===== src/core/sttr_pkg.sv =====
/*
 Shared constants and types for the status table error reporter.
 Assumes one 100 MHz clock with a synchronous active-low reset.
*/
// Operation
// - Storage protection on tabled write, or protected chain read, sets protection bit.
// - Bit 12 of the report word is always written as zero.
// - Hardware checks report a three-bit code in bits 13-15; 000 means none.
// - Code 001 for hard control word read error, 010 for its write.
// - Code 011 for tabled write address check, 111 for chain read checks.
// - Code 101 for address word write, 110 for its read; never 100.
// - Several checks are not merged; the earliest code is kept and written.
// - Bits 16-31 carry the remaining byte count when the report is written.
// - Error reports may overwrite interrupt-flag reports; afterwards the block halts.
// - Report written without awaiting priority; servicing continues while request pending.
// - A tabled word stored without error raises the interrupt request.
// - The interrupt request drops when the priority grant arrives.
// - In idle mode no control word is touched and no request raised.
// - A status table interrupt is taken only while the mask bit is one.
// - Storage is requested, granted to one channel, held one storage cycle.
// - Report bit 8 is set when a chain read carries the interrupt flag.
// - On error the hard word goes to error-terminate, held until replaced.
package sttr_pkg;
    // Mode field of the hard control word
    localparam logic [2:0] MODE_IDLE = 3'h0;
    localparam logic [2:0] MODE_ERR_TERM = 3'h1;
    localparam logic [2:0] MODE_ACTIVE = 3'h4;

    // Check codes
    localparam logic [2:0] CC_NONE = 3'h0;
    localparam logic [2:0] CC_RD_HARD = 3'h1;
    localparam logic [2:0] CC_WR_HARD = 3'h2;
    localparam logic [2:0] CC_WR_TABLED = 3'h3;
    localparam logic [2:0] CC_UNUSED = 3'h4;
    localparam logic [2:0] CC_WR_NCA = 3'h5;
    localparam logic [2:0] CC_RD_NCA = 3'h6;
    localparam logic [2:0] CC_RD_CHAIN = 3'h7;

    // Report word fields, bit 0 being the most significant
    localparam int RW_W = 32;
    localparam int RW_PCI = 31 - 8;
    localparam int RW_TEX = 31 - 9;
    localparam int RW_PROG = 31 - 10;
    localparam int RW_PROT = 31 - 11;
    localparam int RW_ZERO = 31 - 12;
    localparam int RW_CC_HI = 31 - 13;
    localparam int RW_CC_LO = 31 - 15;
    localparam int RW_CNT_HI = 31 - 16;
    localparam int CNT_W = 16;

    // Storage operations issued by the subchannel
    typedef enum logic [2:0] {
        OP_RD_HARD = 3'h0,
        OP_WR_HARD = 3'h1,
        OP_WR_TABLED = 3'h2,
        OP_RD_CHAIN = 3'h3,
        OP_WR_NCA = 3'h4,
        OP_RD_NCA = 3'h5,
        OP_WR_REPORT = 3'h6
    } sttr_op_t;

    // Storage error indications returned with a grant
    typedef struct packed {
        logic addressing;
        logic protection;
        logic addr_check;
        logic parity;
    } sttr_mem_err_t;

    // Storage request as driven to the processor
    typedef struct packed {
        logic req;
        sttr_op_t op;
    } sttr_mem_req_t;

    // Operation handed in by the subchannel sequencer
    typedef struct packed {
        logic valid;
        sttr_op_t op;
        logic read_protect;
        logic pci_flag;
        logic table_exhausted;
        logic format_error;
    } sttr_cmd_t;

    // Sequencer states
    typedef enum logic [1:0] {
        ST_IDLE = 2'b00,
        ST_STORE = 2'b01,
        ST_REPORT = 2'b10,
        ST_HALT = 2'b11
    } sttr_state_t;
endpackage : sttr_pkg


===== src/core/sttr_check_enc.sv =====
/*
 Classifies the storage errors of one storage cycle into a check code,
 a protection flag and a program check flag.
 Assumes the error indications are valid in the grant cycle.
*/
`timescale 1ns/10ps
`default_nettype none
module sttr_check_enc (
    input wire sttr_pkg::sttr_op_t op_in,
    input wire logic read_protect_in,
    input wire sttr_pkg::sttr_mem_err_t err_in,
    output logic [2:0] code_out,
    output logic prot_out,
    output logic prog_out
);
    import sttr_pkg::*;

    logic any_err;

    // Code per operation; CC_UNUSED is never produced
    always_comb begin
        any_err = |err_in;
        code_out = CC_NONE;
        prot_out = 1'b0;
        prog_out = 1'b0;
        case (op_in)
            OP_RD_HARD: begin
                if (any_err) code_out = CC_RD_HARD;
            end
            OP_WR_HARD: begin
                if (any_err) code_out = CC_WR_HARD;
            end
            OP_WR_TABLED: begin
                if (err_in.addr_check) code_out = CC_WR_TABLED;
                prot_out = err_in.protection;
                prog_out = err_in.addressing;
            end
            OP_RD_CHAIN: begin
                if (err_in.addr_check || err_in.parity) begin
                    code_out = CC_RD_CHAIN;
                end
                prot_out = err_in.protection & read_protect_in;
                prog_out = err_in.addressing;
            end
            OP_WR_NCA: begin
                if (any_err) code_out = CC_WR_NCA;
            end
            OP_RD_NCA: begin
                if (any_err) code_out = CC_RD_NCA;
            end
            default: begin
                code_out = CC_NONE;
            end
        endcase
    end
endmodule : sttr_check_enc
`default_nettype wire


===== src/core/sttr_subchannel.sv =====
/*
 Status table error reporter: runs the subchannel's storage cycles,
 builds the report word, halts on error and raises the interrupt request.
 Assumes the processor grants storage one cycle at a time and returns
 errors with the grant, and that software owns the control words.
*/
`timescale 1ns/10ps
`default_nettype none
module sttr_subchannel (
    input wire logic clk_sys_in,
    input wire logic rst_b_in,
    input wire sttr_pkg::sttr_cmd_t cmd_in,
    input wire logic [2:0] mode_in,
    input wire logic [15:0] count_in,
    input wire logic mem_grant_in,
    input wire sttr_pkg::sttr_mem_err_t mem_err_in,
    input wire logic prio_grant_in,
    input wire logic mask_bit_in,
    output logic cmd_ready_out,
    output sttr_pkg::sttr_mem_req_t mem_out,
    output logic [31:0] mem_wdata_out,
    output logic int_req_out,
    output logic set_err_term_out,
    output logic halted_out
);
    import sttr_pkg::*;

    sttr_state_t state_reg, state_next;
    sttr_cmd_t cmd_reg, cmd_next;
    sttr_mem_req_t mem_reg, mem_next;
    logic [31:0] wdata_reg, wdata_next;
    logic [2:0] first_code_reg, first_code_next;
    logic err_rpt_reg, err_rpt_next;
    logic int_reg, int_next;
    logic set_term_reg, set_term_next;
    logic ready_reg, ready_next;
    logic halt_reg, halt_next;
    logic [2:0] enc_code;
    logic enc_prot;
    logic enc_prog;
    logic [2:0] code_now;
    logic is_err;
    logic int_set;
    logic int_take;

    // Error classification of the current storage cycle
    sttr_check_enc u_enc (
        .op_in(cmd_reg.op),
        .read_protect_in(cmd_reg.read_protect),
        .err_in(mem_err_in),
        .code_out(enc_code),
        .prot_out(enc_prot),
        .prog_out(enc_prog)
    );

    // Sequencer and report word assembly
    always_comb begin
        state_next = state_reg;
        cmd_next = cmd_reg;
        mem_next = mem_reg;
        wdata_next = wdata_reg;
        first_code_next = first_code_reg;
        err_rpt_next = err_rpt_reg;
        set_term_next = 1'b0;
        int_set = 1'b0;
        code_now = (first_code_reg != CC_NONE) ? first_code_reg : enc_code;
        is_err = (enc_code != CC_NONE) | enc_prot | enc_prog
            | cmd_reg.format_error | cmd_reg.table_exhausted;
        case (state_reg)
            ST_IDLE: begin
                // Nothing is started while the mode is idle
                if (cmd_in.valid && mode_in != MODE_IDLE) begin
                    cmd_next = cmd_in;
                    mem_next.req = 1'b1;
                    mem_next.op = cmd_in.op;
                    state_next = ST_STORE;
                end
            end
            ST_STORE: begin
                if (mem_grant_in) begin
                    mem_next.req = 1'b0;
                    first_code_next = code_now;
                    if (is_err || cmd_reg.pci_flag) begin
                        wdata_next = '0;
                        wdata_next[RW_PCI] = cmd_reg.pci_flag;
                        wdata_next[RW_TEX] = cmd_reg.table_exhausted;
                        wdata_next[RW_PROG] = enc_prog | cmd_reg.format_error;
                        wdata_next[RW_PROT] = enc_prot;
                        wdata_next[RW_CC_HI:RW_CC_LO] = code_now;
                        wdata_next[RW_CNT_HI:0] = count_in;
                        err_rpt_next = is_err;
                        // Written at once, no wait for priority
                        mem_next.req = 1'b1;
                        mem_next.op = OP_WR_REPORT;
                        state_next = ST_REPORT;
                    end else begin
                        int_set = (cmd_reg.op == OP_WR_TABLED);
                        state_next = ST_IDLE;
                    end
                end
            end
            ST_REPORT: begin
                if (mem_grant_in) begin
                    mem_next.req = 1'b0;
                    int_set = 1'b1;
                    if (err_rpt_reg) begin
                        set_term_next = 1'b1;
                        state_next = ST_HALT;
                    end else begin
                        state_next = ST_IDLE;
                    end
                end
            end
            ST_HALT: begin
                // Left only once software has replaced the hard word
                if (mode_in == MODE_IDLE) begin
                    first_code_next = CC_NONE;
                    err_rpt_next = 1'b0;
                    state_next = ST_IDLE;
                end
            end
            default: begin
                state_next = ST_IDLE;
            end
        endcase
        // Status outputs follow the state being entered
        ready_next = (state_next == ST_IDLE);
        halt_next = (state_next == ST_HALT);
    end

    // Interrupt request: held until a masked-in priority grant; set wins
    always_comb begin
        int_take = prio_grant_in & mask_bit_in;
        int_next = int_reg;
        if (int_take) begin
            int_next = 1'b0;
        end
        if (int_set && mode_in != MODE_IDLE) begin
            int_next = 1'b1;
        end
    end

    // Registers
    always_ff @(posedge clk_sys_in) begin
        if (!rst_b_in) begin
            state_reg <= ST_IDLE;
            cmd_reg <= '0;
            mem_reg <= '0;
            wdata_reg <= '0;
            first_code_reg <= CC_NONE;
            err_rpt_reg <= 1'b0;
            int_reg <= 1'b0;
            set_term_reg <= 1'b0;
            ready_reg <= 1'b1;
            halt_reg <= 1'b0;
        end else begin
            state_reg <= state_next;
            cmd_reg <= cmd_next;
            mem_reg <= mem_next;
            wdata_reg <= wdata_next;
            first_code_reg <= first_code_next;
            err_rpt_reg <= err_rpt_next;
            int_reg <= int_next;
            set_term_reg <= set_term_next;
            ready_reg <= ready_next;
            halt_reg <= halt_next;
        end
    end

    // Outputs straight from flip-flops
    assign cmd_ready_out = ready_reg;
    assign mem_out = mem_reg;
    assign mem_wdata_out = wdata_reg;
    assign int_req_out = int_reg;
    assign set_err_term_out = set_term_reg;
    assign halted_out = halt_reg;
endmodule : sttr_subchannel
`default_nettype wire


===== config.mk =====
export PLATFORM = sky130hd
export DESIGN_NAME = sttr_subchannel
export DESIGN_NICKNAME = d
export VERILOG_FILES = /design/src/core/sttr_pkg.sv /design/src/core/sttr_check_enc.sv /design/src/core/sttr_subchannel.sv
export SDC_FILE = /design/constraint.sdc
export NUM_CORES = 1
export LEC_CHECK = 0
export ABC_AREA = 1
export BUFFER_PORTS_ARGS = -buffer_cell sky130_fd_sc_hd__buf_2
export CAP_MARGIN = 20
export CORE_AREA = 2 2 69 71
export CTS_BUF_LIST = sky130_fd_sc_hd__clkbuf_8
export DETAILED_ROUTE_END_ITERATION = 8
export DIE_AREA = 0 0 71 73
export PLACE_DENSITY = 0.78
export SLEW_MARGIN = 20
export SYNTH_ARGS = -nofsm -noshare
export SYNTH_HDL_FRONTEND = slang
export SYNTH_HIERARCHICAL = 1
export SYNTH_SLANG_ARGS = --single-unit
export TNS_END_PERCENT = 30

===== constraint.sdc =====
create_clock -name clk_sys_in -period 1.9 [get_ports clk_sys_in]
set_input_delay 0.38 -clock clk_sys_in [delete_from_list [all_inputs] [get_ports clk_sys_in]]
set_output_delay 0.38 -clock clk_sys_in [all_outputs]
set_load 0.03 [all_outputs]

==> impl_results.md, run 1 <==
* Port Buf Inserts at 66
* GRT Residual Overflow at 0
* Clk_lat worst skew at 300 ps
* #FFs+latches synth at 44
* H-Tree Depth at 2
* Met3 WL at 248 um
* Peak supply drop at 0.000445 V
* Synthesized netlist cell count at 295
* First-pass GRT wire length at 7450 um
* Top cells by area, synth: dfxtp_1, nand2_1, a21oi_1, a21oi_2, inv_1
* Setup Viol. Count Final at 0
* CTS Sinks at 44
* # diodes at 0
* Fill cell count at 457
* Uppermost layer routed: met4
* Post-CTS Setup Repair Bufs at 0
* Status: complete, no violations
* Most common cell in the synthesized netlist: nand2_1
* PwrDens at 915 mW/mm2
* Routed Antenna Nets at 0
* Nets at 401
* Leading area contributor after synthesis: dfxtp_1
* FF+latch area at 881 um2
* Avg Cell Area, Syn at 7.32 um2
* DRT Pass-1 Iters at 5
* Via density at 4.74
* WL met1 at 1970 um
* Worst hold path type: primary input to flop
* Setup TNS at 0 ps
* Final Hold Fails at 0
* CP required at 2120 ps
* Clock transition at path regs at 80 ps
* Fin cells at 416
* WS Path Type: flop to flop
* Crit-path max FO at 23
* Iteration-0 DRC Markers at 100
* Root Driver: clkbuf_8
* Total core area at 0.00454 mm2
* Final core utilization at 57.2%
* Num CTS Buffers at 5
* YS warnings at 6
* Number of top-level pins at 76
* Fmax at 0.589 GHz
* Worst Setup End Kind: flop
* Vias in the first global route at 1,737
* Hold slack at 324 ps
* Async S/R FF share, synth at 0%
* Total GRT Usage at 17.8%
* Fin crit share at 89.3%
* GPL Wtd Cong at 0.943
* Sequential element share of the synthesized area at 40.8%
* Largest net degree at the start of global routing at 24
* Cell Area, Placed at 0.00248 mm2
* Mapped Area at 0.00216 mm2
* Die area at 0.00518 mm2
* Number of unique standard cell types used by synthesis at 29
* Max-capacitance violation count at 0
* P&R area growth vs syn at 20.0%
* Worst EP arrival at 1920 ps
* Half-perimeter wire length after detailed placement at 3330 um
* Initial antenna violation count at 0
* CTS max path bufs at 2
* Predominant post-synthesis flop cell: dfxtp_1
* Synth top cells by count: nand2_1, dfxtp_1, inv_1, a21oi_1, nor2_1
* Leak Pwr at 1.24 nW
* Clk_skew at 9.84 ps
* Crit start category: flop
* Via Count at 1,972
* Chip width at 71 um
* Remaining DRCs at 0
* Largest register FFs at 23
* DR WL met2 at 2110 um
* Post-Route WL at 4380 um
* Cell count after placement at 408
* Die H at 73 um
* Multi-input combinational cell area at 0.00102 mm2
* Fin area at 0.00259 mm2
* Slew Limit Fails at 0
* Yosys top cell area share at 40.8%
* CTS tree: yes
* Ratio of cells with drive above 1 in the final layout at 30.4%
* Number of enable flip-flop cells after synthesis at 0
* Rows at 25
* Final worst path period need at 1700 ps
* RSZ-0062 raised after global routing: no
* Routed len/inst at 10.5 um
* Starting density of the core at 47.6%
[report_power, final]
part	internal [mW]	switching, mW	total [mW]
combinational	0.207	0.429	0.636
sequential	1.00	0.0487	1.05
clock	0.385	0.304	0.689
[through the flow]
stage               worst slack (ps)  power (mW)
floorplan                        361        1.58
global placement                 158        1.70
detailed placement               109        1.71
CTS                              110        2.40
global route                    17.8        2.53
finish                           203        2.37
[timing repair]
action | 4_1_cts | 5_1_grt
endpoints found under the setup margin | 0 | 2
hold buffers | 0 | 0
hold endpoints to repair | 0 | 0
resized for setup | 0 | 2
[final cells by class]
cell class,instances,share of cell area [%]
inverter,36,5.50
clock buffer,5,2.65
tap,54,2.60
sequential,44,34.0
timing repair buffer,70,14.4
clock inverter,3,1.50
multi-input combinational,204,39.4
[cell families (layout without fill, tap and decap cells)]
kind of cell / count (synthesis) / count (layout) / synth area share (%)
and+or+nand+nor: 134 / 134 / 27.6
DFF: 44 / 44 / 40.8
adders and majority gates: 4 / 4 / 2.32
buffers and inverters: 55 / 114 / 13.3
other: 1 / 9 / 0.174
AOI/OAI and AO/OA: 57 / 57 / 15.9
[cell usage in the layout, fill, tap and decap left out]
master | netlist | layout
a21oi_1 | 26 | 26
a21oi_2 | 14 | 14
and3_2 | 1 | 1
buf_12 | 1 | 1
buf_2 | 2 | 66
buf_4 | 10 | 3
bufinv_16 | 0 | 1
clkbuf_8 | 0 | 5
clkinv_1 | 1 | 1
clkinv_2 | 0 | 1
conb_1 | 1 | 9
dfxtp_1 | 44 | 44
ha_1 | 4 | 4
inv_1 | 32 | 33
inv_2 | 2 | 2
inv_8 | 0 | 1
nand2_1 | 83 | 83
nand2_2 | 9 | 9
nand3_1 | 11 | 11
nand3_2 | 2 | 2
nand3_4 | 1 | 1
nand3b_1 | 1 | 1
nand3b_2 | 1 | 1
nand4_1 | 2 | 2
nor2_1 | 17 | 17
nor2_2 | 2 | 2
nor3_1 | 4 | 4
o211ai_1 | 2 | 2
o21ai_0 | 14 | 14
o21ai_1 | 1 | 1
[worst paths after layout]
kind	from	to	slack (ps)	depth (start not counted)
worst max-delay path	cmd_reg[5]	mem_wdata_out[21]	200	12
worst max register to register	cmd_reg[5]	mem_wdata_out[21]	200	12
worst min register to register	cmd_reg[3]	cmd_reg[3]	450	2
worst min-delay path	count_in[4]	mem_wdata_out[4]	320	3
[routing by layer]
layer / global-route usage (%) / vias up
met3: 4.28 / 8
met2: 30.5 / 59
met4: 5.45 / 0
met5: 0 / -
li1: - / 1042
met1: 22.1 / 863
[critical path: stages, from the launching register on]
cell and delay (ps):
dfxtp_1 410, inv_2 70, nor2_2 130, nand2_1 60, a21oi_1 150, nor2_1 70
nand2_2 80, inv_2 40, nand3_2 70, nand3_4 110, inv_8 170, o21ai_0 120
a21oi_1 140
No activity file was read; power rests on OpenSTA's default activity.
==> run 2: changes to the inputs <==
BUFFER_PORTS_ARGS = -buffer_cell sky130_fd_sc_hd__buf_4   (was -buffer_cell sky130_fd_sc_hd__buf_2)
CTS_CLUSTER_SIZE = 8   (was unset)
SLEW_MARGIN = unset   (was 20)
==> run 2 against run 1 <==
Effect of this change: total power is 7.8% higher; setup slack got worse by 5.4 ps; critical path depth is 1 lower; non-clock buffer count increased by 1; clock-buffer cell count stayed put; first-iteration DRC count decreased by 7.0%; die area is the same.
==> impl_results.md, run 2 (synthesized netlist as in run 1, its figures left out) <==
* Status: complete, no violations
* CTS tree: yes
* Final core utilization at 61.4% (+4.2 points)
* CP required at 2130 ps (about the same)
* Post-CTS Setup Repair Bufs at 0 (unchanged)
* Setup TNS at 0 ps (unchanged)
* Clock transition at path regs at 80 ps (about the same)
* Final Hold Fails at 0 (unchanged)
* Fin area at 0.00278 mm2 (+7.3%)
* Die H at 73 um (unchanged)
* Leak Pwr at 1.28 nW (+3.0%)
* Final worst path period need at 1700 ps (+5.37 ps)
* Total GRT Usage at 18.2% (+0.48 points)
* Ratio of cells with drive above 1 in the final layout at 30.9% (+0.55 points)
* Clk_skew at 6.88 ps (-2.96 ps)
* Resized cells post-CTS at 0 (unchanged)
* Clk_lat worst skew at 300 ps (about the same)
* Routed Antenna Nets at 0 (unchanged)
* Half-perimeter wire length after detailed placement at 3500 um (+5.0%)
* GRT Residual Overflow at 0 (unchanged)
* H-Tree Depth at 2 (unchanged)
* Fmax at 0.587 GHz (-0.32%)
* Max-capacitance violation count at 0 (unchanged)
* Nets at 402 (+0.25%)
* Crit start category: flop
* Post-Route WL at 4600 um (+5.0%)
* Largest net degree at the start of global routing at 24 (unchanged)
* Fin cells at 416 (unchanged)
* Peak supply drop at 0.000573 V (+29%)
* Worst Setup End Kind: flop
* WS Path Type: flop to flop
* Crit-path max FO at 15 (-35%)
* CTS max path bufs at 2 (unchanged)
* Rows at 25 (unchanged)
* Number of top-level pins at 76 (unchanged)
* Die area at 0.00518 mm2 (unchanged)
* Most frequent cells in the layout: nand2_1, buf_4, dfxtp_1, inv_1, a21oi_1
* Slew Limit Fails at 0 (unchanged)
* Iteration-0 DRC Markers at 93 (-7.0%)
* Total core area at 0.00454 mm2 (unchanged)
* Hold buffers post-CTS at 0 (unchanged)
* Chip width at 71 um (unchanged)
* Commonest non-fill, non-tap cell in the layout: nand2_1
* PwrDens at 920 mW/mm2 (+0.47%)
* First-pass GRT wire length at 7480 um (+0.46%)
* RSZ-0062 raised after global routing: no
* Root Driver: clkbuf_8
* Worst hold path type: primary input to flop
* Cell Area, Placed at 0.00264 mm2 (+6.5%)
* Largest register FFs at 23 (unchanged)
* Via density at 4.79 (+0.96%)
* GPL Wtd Cong at 0.890 (-5.6%)
* Via Count at 1,991 (+0.96%)
* Routed len/inst at 11.1 um (+5.0%)
* Worst EP arrival at 1930 ps (about the same)
* P&R area growth vs syn at 28.8%
* Cell count after placement at 409 (+0.25%)
* CTS Sinks at 44 (unchanged)
* # diodes at 0 (unchanged)
* Starting density of the core at 47.6% (unchanged)
* DRT Pass-1 Iters at 4 (-1)
* Num CTS Buffers at 5 (unchanged)
* Port Buf Inserts at 66 (unchanged)
* Vias in the first global route at 1,765 (+1.6%)
* Remaining DRCs at 0 (unchanged)
* Setup Viol. Count Final at 0 (unchanged)
* Initial antenna violation count at 0 (unchanged)
* Hold slack at 331 ps (+7.30 ps)
* Fin crit share at 89.6% (+0.28 points)
[run 2: cell type report]
cell class / instances / area (um2)
flip-flops and latches: 44 / 881
repair buffers: 71 / 533
clock inverters: 2 / 60.1
well taps: 54 / 67.6
fillers: 414 / 1750
multi-input cells: 204 / 1030
inverters: 36 / 148
clock buffers: 5 / 68.8
[run 2: stage by stage]
| stage | setup slack [ps] | total power, mW |
|---|---|---|
| finish | 197 | 2.56 |
| global route | 15.1 | 2.69 |
| CTS | 71.3 | 2.58 |
| detailed placement | 82.0 | 1.76 |
| global placement | 135 | 1.74 |
| floorplan | 361 | 1.58 |
[run 2: critical path, stage by stage, from the launching register on]
cell	delay, ps
dfxtp_1	490
nor2_1	70
nand2_1	80
nand2_1	50
inv_1	90
nand2_1	60
nor2_1	110
nand3_2	120
nand3_4	120
buf_4	220
nand2_1	90
a21oi_2	130
[run 2: path summary, 6_finish.rpt]
| check | cells after the start | to | start | slack (ps) |
|---|---|---|---|---|
| worst max-delay path | 11 | mem_wdata_out[12] | cmd_reg[4] | 200 |
| worst min-delay path | 2 | cmd_ready_out | rst_b_in | 330 |
| worst max register to register | 11 | mem_wdata_out[12] | cmd_reg[4] | 200 |
| worst min register to register | 2 | cmd_reg[3] | cmd_reg[3] | 450 |
[run 2: where the power goes]
group,internal [mW],switching (mW),leakage [nW]
clock,0.517,0.303,0.0642
sequential,1.00,0.0526,0.359
combinational,0.252,0.434,0.855
total,1.77,0.789,1.28
[run 2: layer usage]
layer | up-vias | routed length (um) | share of wire [%] | track usage, %
li1 | 1041 | - | - | -
met1 | 885 | 2020 | 44 | 22.3
met2 | 58 | 2230 | 48 | 30.4
met3 | 7 | 268 | 5.8 | 4.56
met4 | 0 | 82 | 1.8 | 8.39
met5 | - | 0 | 0 | 0
